`src/hdl/rx_status_pkg.sv`:
```
// Constants, register map and state type of the serial receive status block
package rx_status_pkg;
  // Register indices; the byte address is four times the index
  localparam logic [13:0] IDX_STAT1 = 14'h3084;
  localparam logic [13:0] IDX_STAT2 = 14'h3085;
  localparam logic [13:0] IDX_DATA  = 14'h3087;
  localparam logic [13:0] IDX_CTRL  = 14'h3088;
  localparam logic [13:0] IDX_ISTAT = 14'h3089;
  localparam logic [13:0] IDX_IMASK = 14'h308a;
  localparam int          LANE_LOW  = 0;
  localparam int          DIV_LANE  = 1;
  localparam logic [1:0]  RESP_OKAY   = 2'h0;
  localparam logic [1:0]  RESP_SLVERR = 2'h2;
  // Status one bit positions
  localparam int S1_PF   = 0;
  localparam int S1_FE   = 1;
  localparam int S1_NF   = 2;
  localparam int S1_RX_FULL_FLAG = 5;
  // Status two bit positions
  localparam int S2_BRK   = 7;
  localparam int S2_EDGE  = 6;
  localparam int S2_RSV   = 5;
  localparam int S2_INV   = 4;
  localparam int S2_RWUID = 3;
  localparam int S2_BRK13 = 2;
  localparam int S2_LONG_BREAK_ENABLE = 1;
  // Control register: parity enable, odd parity, nine bits, two stops, divisor
  localparam int         C_PE     = 0;
  localparam int         C_PODD   = 1;
  localparam int         C_M9     = 2;
  localparam int         C_TWO_STOP_SELECT   = 3;
  localparam int         DIV_LSB  = 8;
  localparam logic [7:0] CTRL_MASK = 8'h0f;
  // Interrupt status and mask bits
  localparam int IRQ_N      = 6;
  localparam int IRQ_RX     = 0;
  localparam int IRQ_NOISE  = 1;
  localparam int IRQ_FRAME  = 2;
  localparam int IRQ_PARITY = 3;
  localparam int IRQ_BREAK  = 4;
  localparam int IRQ_EDGE   = 5;
  // Bit timing: sixteen ticks per bit and the sample windows
  localparam int          CLOCK_HZ     = 25_000_000;
  localparam int          BAUD_DEFAULT = 9600;
  localparam int          OSR          = 16;
  localparam logic [7:0]  DIV_RST      = 8'(CLOCK_HZ / (OSR * BAUD_DEFAULT) - 1);
  localparam logic [3:0]  BIT_END      = 4'hf;
  localparam logic [3:0]  START_FIRST  = 4'h2;
  localparam logic [3:0]  START_LAST   = 4'h8;
  localparam logic [3:0]  DATA_FIRST   = 4'h7;
  localparam logic [3:0]  DATA_LAST    = 4'h9;
  localparam logic [2:0]  START_MAJ    = 3'h4;
  localparam logic [2:0]  DATA_MAJ     = 3'h2;
  localparam logic [2:0]  DATA_N       = 3'h3;
  localparam logic [3:0]  LAST_DATA8   = 4'h7;
  localparam logic [3:0]  LAST_DATA9   = 4'h8;
  localparam logic [3:0]  BRK_BASE     = 4'ha;
  localparam logic [3:0]  TICK_PAD     = 4'h0;

  typedef enum logic [1:0] {
    RX_IDLE  = 2'h0,
    RX_START = 2'h1,
    RX_DATA  = 2'h3,
    RX_STOP  = 2'h2
  } rx_state_type;

  typedef struct packed {
    rx_state_type rx_state;
    logic [7:0]   presc;
    logic [3:0]   sub;
    logic [2:0]   ones;
    logic [3:0]   bitn;
    logic [8:0]   shift;
    logic         noise;
    logic         ferr;
    logic         rxd_prev;
    logic [7:0]   brk_cnt;
    logic [5:0]   s1f;
    logic [5:0]   arm;
    logic [8:0]   data;
    logic         break_detect_flag;
    logic         rx_edge_flag;
    logic         rx_invert;
    logic         rwuid;
    logic         brk13;
    logic         long_break_enable;
    logic [7:0]   ctrl;
    logic [7:0]   div;
    logic [5:0]   ist;
    logic [5:0]   imsk;
    logic         aw_have;
    logic [13:0]  aw_idx;
    logic         w_have;
    logic [31:0]  wdata;
    logic [3:0]   wstrb;
    logic         bvalid;
    logic [1:0]   bresp;
    logic         rvalid;
    logic [31:0]  rdata;
    logic [1:0]   rresp;
  } state_type;

  localparam state_type STATE_RST = '{rx_state: RX_IDLE, div: DIV_RST, default: '0};
endpackage

```
`src/hdl/serial_rx_status_flags.sv`:
```
// Receive status flags of an asynchronous serial port behind an AXI4-Lite slave
//
// Added by the designer: the AXI4-Lite slave port.
`timescale 1ns/10ps
module serial_rx_status_flags
  import rx_status_pkg::*;
(
  input  wire logic        clock,
  input  wire logic        srst,
  input  wire logic        rx_pin,
  output logic             irq,
  input  wire logic        awvalid,
  output logic             awready,
  input  wire logic [15:0] awaddr,
  input  wire logic        wvalid,
  output logic             wready,
  input  wire logic [31:0] wdata,
  input  wire logic [3:0]  wstrb,
  output logic             bvalid,
  input  wire logic        bready,
  output logic [1:0]       bresp,
  input  wire logic        arvalid,
  output logic             arready,
  input  wire logic [15:0] araddr,
  output logic             rvalid,
  input  wire logic        rready,
  output logic [31:0]      rdata,
  output logic [1:0]       rresp
);

  state_type   r;
  state_type   n;
  logic        rxd;
  logic        tick;
  logic        edge_ev;
  logic        bit_end;
  logic        done_ev;
  logic        ferr_ev;
  logic        perr_ev;
  logic        noise_ev;
  logic        brk_hit;
  logic        wr_ev;
  logic        rd_ev;
  logic        rd_dat_ev;
  logic [13:0] rd_idx;
  logic [3:0]  brk_bits;
  logic [7:0]  brk_lim;
  logic [3:0]  last_data;
  logic [8:0]  char_w;
  logic [7:0]  s2_val;

  //////////////////////////////////////////////////////////////////////////////
  // Majority and disagreement of three bit samples
  function automatic logic maj3(input logic [2:0] ones);
    return ones >= DATA_MAJ;
  endfunction

  function automatic logic noisy3(input logic [2:0] ones);
    return (ones != 3'h0) && (ones != DATA_N);
  endfunction

  // Index decode shared by reads and writes
  function automatic logic mapped(input logic [13:0] idx);
    return idx inside {IDX_STAT1, IDX_STAT2, IDX_DATA, IDX_CTRL, IDX_ISTAT, IDX_IMASK};
  endfunction

  //////////////////////////////////////////////////////////////////////////////
  // Bus handshakes are combinational from the held state
  assign awready   = !r.aw_have && !r.bvalid;
  assign wready    = !r.w_have && !r.bvalid;
  assign arready   = !r.rvalid;
  assign bvalid    = r.bvalid;
  assign bresp     = r.bresp;
  assign rvalid    = r.rvalid;
  assign rdata     = r.rdata;
  assign rresp     = r.rresp;
  assign irq       = |(r.ist & r.imsk);
  assign wr_ev     = r.aw_have && r.w_have;
  assign rd_ev     = arvalid && !r.rvalid;
  assign rd_idx    = araddr[15:2];
  assign rd_dat_ev = rd_ev && (rd_idx == IDX_DATA);

  // Line level after optional inversion; edges are judged on this
  assign rxd     = rx_pin ^ r.rx_invert;
  assign edge_ev = r.rxd_prev && !rxd;
  assign tick    = r.presc >= r.div;
  assign bit_end = tick && (r.sub == BIT_END);

  // break length from width, stop bits and enable
  assign brk_bits = BRK_BASE + {3'h0, r.ctrl[C_M9]} + {3'h0, r.ctrl[C_TWO_STOP_SELECT]} + {3'h0, r.long_break_enable};
  assign brk_lim  = {brk_bits, TICK_PAD};
  assign brk_hit  = tick && !rxd && (r.brk_cnt == brk_lim - 8'h1);

  // Frame completion terms, valid at the last stop bit end
  assign last_data = r.ctrl[C_M9] ? LAST_DATA9 : LAST_DATA8;
  assign char_w    = r.ctrl[C_M9] ? r.shift : {1'b0, r.shift[8:1]};
  assign done_ev   = (r.rx_state == RX_STOP) && bit_end && (r.bitn == {3'h0, r.ctrl[C_TWO_STOP_SELECT]});
  assign ferr_ev   = r.ferr || !maj3(r.ones);
  assign noise_ev  = r.noise || noisy3(r.ones);
  assign perr_ev   = r.ctrl[C_PE] && ((^char_w) != r.ctrl[C_PODD]);

  // reserved bit packed as a constant zero
  assign s2_val = {r.break_detect_flag, r.rx_edge_flag, 1'b0, r.rx_invert,
                   r.rwuid, r.brk13, r.long_break_enable, r.rx_state != RX_IDLE};

  //////////////////////////////////////////////////////////////////////////////
  // Next state; clears come first so that a same-cycle set wins
  always_comb begin
    n          = r;
    n.presc    = tick ? 8'h0 : r.presc + 8'h1;
    n.rxd_prev = rxd;
    if (r.bvalid && bready) begin
      n.bvalid = 1'b0;
    end
    if (r.rvalid && rready) begin
      n.rvalid = 1'b0;
    end
    if (awvalid && awready) begin
      n.aw_have = 1'b1;
      n.aw_idx  = awaddr[15:2];
    end
    if (wvalid && wready) begin
      n.w_have = 1'b1;
      n.wdata  = wdata;
      n.wstrb  = wstrb;
    end
    // Register write once address and data are both held
    if (wr_ev) begin
      n.aw_have = 1'b0;
      n.w_have  = 1'b0;
      n.bvalid  = 1'b1;
      n.bresp   = mapped(r.aw_idx) ? RESP_OKAY : RESP_SLVERR;
      if (r.wstrb[LANE_LOW]) begin
        case (r.aw_idx)
          IDX_STAT2: begin
            if (r.wdata[S2_BRK]) begin
              n.break_detect_flag = 1'b0;
            end
            if (r.wdata[S2_EDGE]) begin
              n.rx_edge_flag = 1'b0;
            end
            n.rx_invert         = r.wdata[S2_INV];
            n.rwuid             = r.wdata[S2_RWUID];
            n.brk13             = r.wdata[S2_BRK13];
            n.long_break_enable = r.wdata[S2_LONG_BREAK_ENABLE];
          end
          IDX_CTRL:  n.ctrl = r.wdata[7:0] & CTRL_MASK;
          IDX_ISTAT: n.ist = r.ist & ~r.wdata[IRQ_N-1:0];
          IDX_IMASK: n.imsk = r.wdata[IRQ_N-1:0];
          default: ;
        endcase
      end
      if (r.wstrb[DIV_LANE] && (r.aw_idx == IDX_CTRL)) begin
        n.div = r.wdata[DIV_LSB +: 8];
      end
    end
    // Register read with its side effects
    if (rd_ev) begin
      n.rvalid = 1'b1;
      n.rresp  = mapped(rd_idx) ? RESP_OKAY : RESP_SLVERR;
      n.rdata  = 32'h0;
      case (rd_idx)
        IDX_STAT1: begin
          n.rdata = 32'(r.s1f);
          n.arm   = r.s1f;
        end
        IDX_STAT2: n.rdata = 32'(s2_val);
        IDX_DATA: begin
          // flags armed by status read clear here
          n.rdata = 32'(r.data);
          n.s1f   = r.s1f & ~r.arm;
          n.arm   = 6'h0;
        end
        IDX_CTRL:  n.rdata = 32'({r.div, r.ctrl});
        IDX_ISTAT: n.rdata = 32'(r.ist);
        IDX_IMASK: n.rdata = 32'(r.imsk);
        default: ;
      endcase
    end
    if (edge_ev) begin
      n.rx_edge_flag   = 1'b1;
      n.ist[IRQ_EDGE]  = 1'b1;
    end
    // low-time counter saturates at the threshold
    if (rxd) begin
      n.brk_cnt = 8'h0;
    end else if (tick && (r.brk_cnt != brk_lim)) begin
      n.brk_cnt = r.brk_cnt + 8'h1;
    end
    // break recognised only with detection on
    if (brk_hit && r.long_break_enable) begin
      n.break_detect_flag = 1'b1;
      n.ist[IRQ_BREAK]    = 1'b1;
    end
    // receiver sampling: seven in start, three in later bits
    unique case (r.rx_state)
      RX_IDLE: begin
        if (edge_ev) begin
          n.rx_state = RX_START;
          n.presc    = 8'h0;
          n.sub      = 4'h0;
          n.ones     = 3'h0;
          n.bitn     = 4'h0;
          n.noise    = 1'b0;
          n.ferr     = 1'b0;
        end
      end
      RX_START: begin
        if (tick) begin
          n.sub = r.sub + 4'h1;
          if (r.sub >= START_FIRST && r.sub <= START_LAST) begin
            n.ones = r.ones + {2'h0, rxd};
          end
          if (r.sub == BIT_END) begin
            n.ones = 3'h0;
            // A mostly high start bit is a glitch, not a frame
            if (r.ones >= START_MAJ) begin
              n.rx_state = RX_IDLE;
            end else begin
              n.rx_state = RX_DATA;
              n.noise    = r.ones != 3'h0;
            end
          end
        end
      end
      RX_DATA, RX_STOP: begin
        if (tick) begin
          n.sub = r.sub + 4'h1;
          if (r.sub >= DATA_FIRST && r.sub <= DATA_LAST) begin
            n.ones = r.ones + {2'h0, rxd};
          end
          if (r.sub == BIT_END) begin
            n.ones  = 3'h0;
            n.noise = noise_ev;
            n.bitn  = r.bitn + 4'h1;
            if (r.rx_state == RX_DATA) begin
              n.shift = {maj3(r.ones), r.shift[8:1]};
              if (r.bitn == last_data) begin
                n.rx_state = RX_STOP;
                n.bitn     = 4'h0;
              end
            end else begin
              // low stop sample marks a framing error
              n.ferr = ferr_ev;
              if (done_ev) begin
                n.rx_state = RX_IDLE;
              end
            end
          end
        end
      end
    endcase
    // break detect mode posts nothing for a character
    if (done_ev && !r.long_break_enable) begin
      n.data          = char_w;
      n.s1f[S1_RX_FULL_FLAG]  = 1'b1;
      n.ist[IRQ_RX]   = 1'b1;
      if (ferr_ev) begin
        n.s1f[S1_FE]     = 1'b1;
        n.ist[IRQ_FRAME] = 1'b1;
      end
      if (perr_ev) begin
        n.s1f[S1_PF]      = 1'b1;
        n.ist[IRQ_PARITY] = 1'b1;
      end
      if (noise_ev) begin
        n.s1f[S1_NF]     = 1'b1;
        n.ist[IRQ_NOISE] = 1'b1;
      end
    end
  end

  // reset clears every flag and status two
  always_ff @(posedge clock) begin
    if (srst) begin
      r <= STATE_RST;
    end else begin
      r <= n;
    end
  end
endmodule

```
`config.mk`:
```
export PLATFORM = sky130hd
export DESIGN_NAME = serial_rx_status_flags
export DESIGN_NICKNAME = d
export VERILOG_FILES = /design/src/hdl/rx_status_pkg.sv /design/src/hdl/serial_rx_status_flags.sv
export SDC_FILE = /design/constraint.sdc
export NUM_CORES = 1
export LEC_CHECK = 0
export BUFFER_PORTS_ARGS = -buffer_cell sky130_fd_sc_hd__clkbuf_2
export CORE_MARGIN = 3
export CORE_UTILIZATION = 50
export CTS_BUF_LIST = sky130_fd_sc_hd__clkbuf_4 sky130_fd_sc_hd__clkbuf_8 sky130_fd_sc_hd__clkbuf_16
export CTS_CLUSTER_SIZE = 12
export DETAILED_ROUTE_END_ITERATION = 8
export PLACE_DENSITY = 0.73
export SETUP_SLACK_MARGIN = 0.3
export SLEW_MARGIN = 10
export SYNTH_ARGS = -nofsm -noshare
export SYNTH_HDL_FRONTEND = slang
export SYNTH_SLANG_ARGS = --single-unit
```
`constraint.sdc`:
```
create_clock -name clock -period 2.6 [get_ports clock]
set_input_delay 0.13 -clock clock [delete_from_list [all_inputs] [get_ports clock]]
set_output_delay 0.13 -clock clock [all_outputs]
set_load 0.05 [all_outputs]
```
==> flow_summary.yaml <==
status:
  status: "complete, no violations"
place:
  finalWeightedCongestion: 0.838
  port_buffers: 77
  dpl.cell_count: 1063
  dp_hpwl_um: 11900
  dp_slack_ps: 305
  dpl-instance-area_mm2: 0.00759
logic_synthesis:
  synth_common_cells: "dfxtp_1, nand2_1, a21oi_1, nor2_1, inv_1"
  synth.area.mux_share: 0.0536
  synth_edf_count: 0
  synthAdderAreaFrac: 0.0359
  synth-seq-cells: 146
  synth_area_mm2: 0.00719
  syn_avg_cell_area_um2: 8.43
  synth_cell_types: 71
  yosys_most_used_dff: "dfxtp_1"
  ys_top_cells_by_area: "dfxtp_1, a21oi_1, nand2_1"
  post-synth-top-area-cell: "dfxtp_1"
  yosysMostFrequentCell: "dfxtp_1"
  seq_area_frac_synth: 0.407
  synth_top_cell_area_share: 0.407
  synth_warnings: 0
  synth_top_family_by_area: "simple AND/OR/NAND/NOR gates"
  async_flop_share: 0
  synth-compound-area-share: 0.190
  synth_xor_area_frac: 0.0275
  syn_inst: 853
  synthSimpleGateAreaFrac: 0.197
setup_path:
  path_class: "flop to flop"
  cp_common_cell: "buf_4"
  critical-path-slowest-cell: "a2111o_1"
  crit_required_ps: 2920
  worst-path-buf-inv: 3
  path_cells: "inv_1 > ha_1 > nand2b_1 > a2111o_1 > a31oi_4 > buf_4 > nor4_2 > buf_4 > a31o_1"
  r2r_cells: 9
  critPathTopFamily: "compound AO/OA/AOI/OAI gates"
  crit_fanout: 8
  critical_path_depth: 9
  cp-start-kind: "flop"
  cp.arrival_ps: 2560
  critical_path.max_stage_delay_ps: 460
  end_kind: "flop"
clocking:
  cts_tree: "built"
  cts.sinks: 146
  path_clk_slew_ps: 60
  htreeDepth: 4
  cts_buffers: 17
  clk_path_buf_depth: 2
  clock_latency_ps: 430
  cts_root_buf: "clkbuf_16"
sta:
  period_share: 0.862
  relSlewSlack: 0.527
  setup_ws_ps: 360
  drv_slew: 0
  period_needed_ps: 2240
  setup_tns_ps: 0
  max_clock_freq_ghz: 0.446
  fin_worst_skew_ps: 10.1
  final-hold-violation-count: 0
  hold_slack_ps: 90.8
  tightest_slew_ps: 710
  setup_viol: 0
  rsz0062_at_grt: "yes"
layout:
  area_delta_synth_final_pct: 19.6
  final_area_mm2: 0.00860
  nets: 1040
  drive_gt1_frac: 0.182
  fillCellCount: 1191
  antenna_cells: 0
  fin_util: 0.615
  final_cells: 1136
route:
  detail_route.first_pass.iterations: 5
  vias: 6359
  drt-initial-drc-count: 531
  drc: 0
  antenna_left: 0
  viasPerCell: 5.60
  finalWirelength_um: 18000
  post_drt_wl_per_cell_um: 15.9
floorplan:
  initial_core_util: 0.514
  die-width_um: 126
  die_h_um: 126
  core-area_mm2: 0.0140
  rows: 43
  io_pins: 118
  dieArea_mm2: 0.0159
global_routing:
  grt_overflow_total: 0
  antenna_found_initial: 0
  grt_max_degree: 82
  grt_use_total: 0.228
  grt_pass1_wl_um: 29700
  grt_pass1_vias: 5979
pwr:
  power.total_mw: 5.19
  powerDensity_mw_per_mm2: 604
  peakVddDrop_uv: 476
  power_leakage_nw: 3.36
hold_path:
  min_path_cells: 2
  hold_path.class: "input port to flop"
job:
  drv_cap: 0
[metal layers]
| metal | share of wire | global-route usage |
|---|---|---|
| met1 | 0.46 | 0.306 |
| met2 | 0.46 | 0.363 |
| met3 | 0.058 | 0.0551 |
| met4 | 0.019 | 0.0719 |
| met5 | 0 | 0 |
[sequential cells by signal, indices dropped and copies added (netlist names)]
signal,flops
rdata,16
bvalid,1
bresp,1
r,126
rresp,1
rvalid,1
[final timing paths]
check                                    startpoint             endpoint  slack [ps]
worst max register to register    r[176]$_SDFF_PP0_  r[100]$_SDFFE_PP0P_         360
worst min register to register  r[136]$_SDFFE_PP0P_  r[142]$_SDFFE_PP0P_         440
worst max-delay path              r[176]$_SDFF_PP0_  r[100]$_SDFFE_PP0P_         360
worst min-delay path                           srst   r[91]$_SDFFE_PP0P_          90
[what timing repair did]
action                                 in CTS  in global routing
gates resized for setup                     1                 13
setup endpoints to repair                   2                 56
gates cloned                                0                  0
pin swaps                                   1                  6
hold buffers                               35                  0
setup buffers                               0                  7
endpoints found under the hold margin      34                  0
[cell type report]
class                           instances  area, µm²  share of cell area
Tap cell                              180        225              0.0262
Clock buffer                           19        453              0.0527
Sequential cell                       146       2930               0.341
Clock inverter                         12        110              0.0128
Multi-Input combinational cell        593       3730               0.434
Timing Repair Buffer                  141        981               0.114
Inverter                               45        169              0.0196
[layout by cell type, fill, tap and decap left out, types with 19 or more instances in the layout]
cell type      instances
ha_1                  19
dfxtp_1              142
inv_1                 45
nand2_1               99
buf_4                 28
a21oi_1               84
mux2i_1               25
o21ai_0               33
clkbuf_2              76
nand3_1               26
dlygate4sd3_1         35
nor2_1                53
[where the power goes]
part | internal (mW) | switching (mW)
logic | 0.172 | 0.359
registers | 2.29 | 0.0475
clock network | 1.36 | 0.956
total | 3.83 | 1.36
[kinds of logic after synthesis]
logic type / Yosys count
muxes: 37
DFF: 146
other: 1
adders and majority gates: 20
xor gates and xnor gates: 21
buffers and inverters: 131
AOI/OAI and AO/OA: 216
and+or+nand+nor: 281
(Power assumes the default switching activity.)
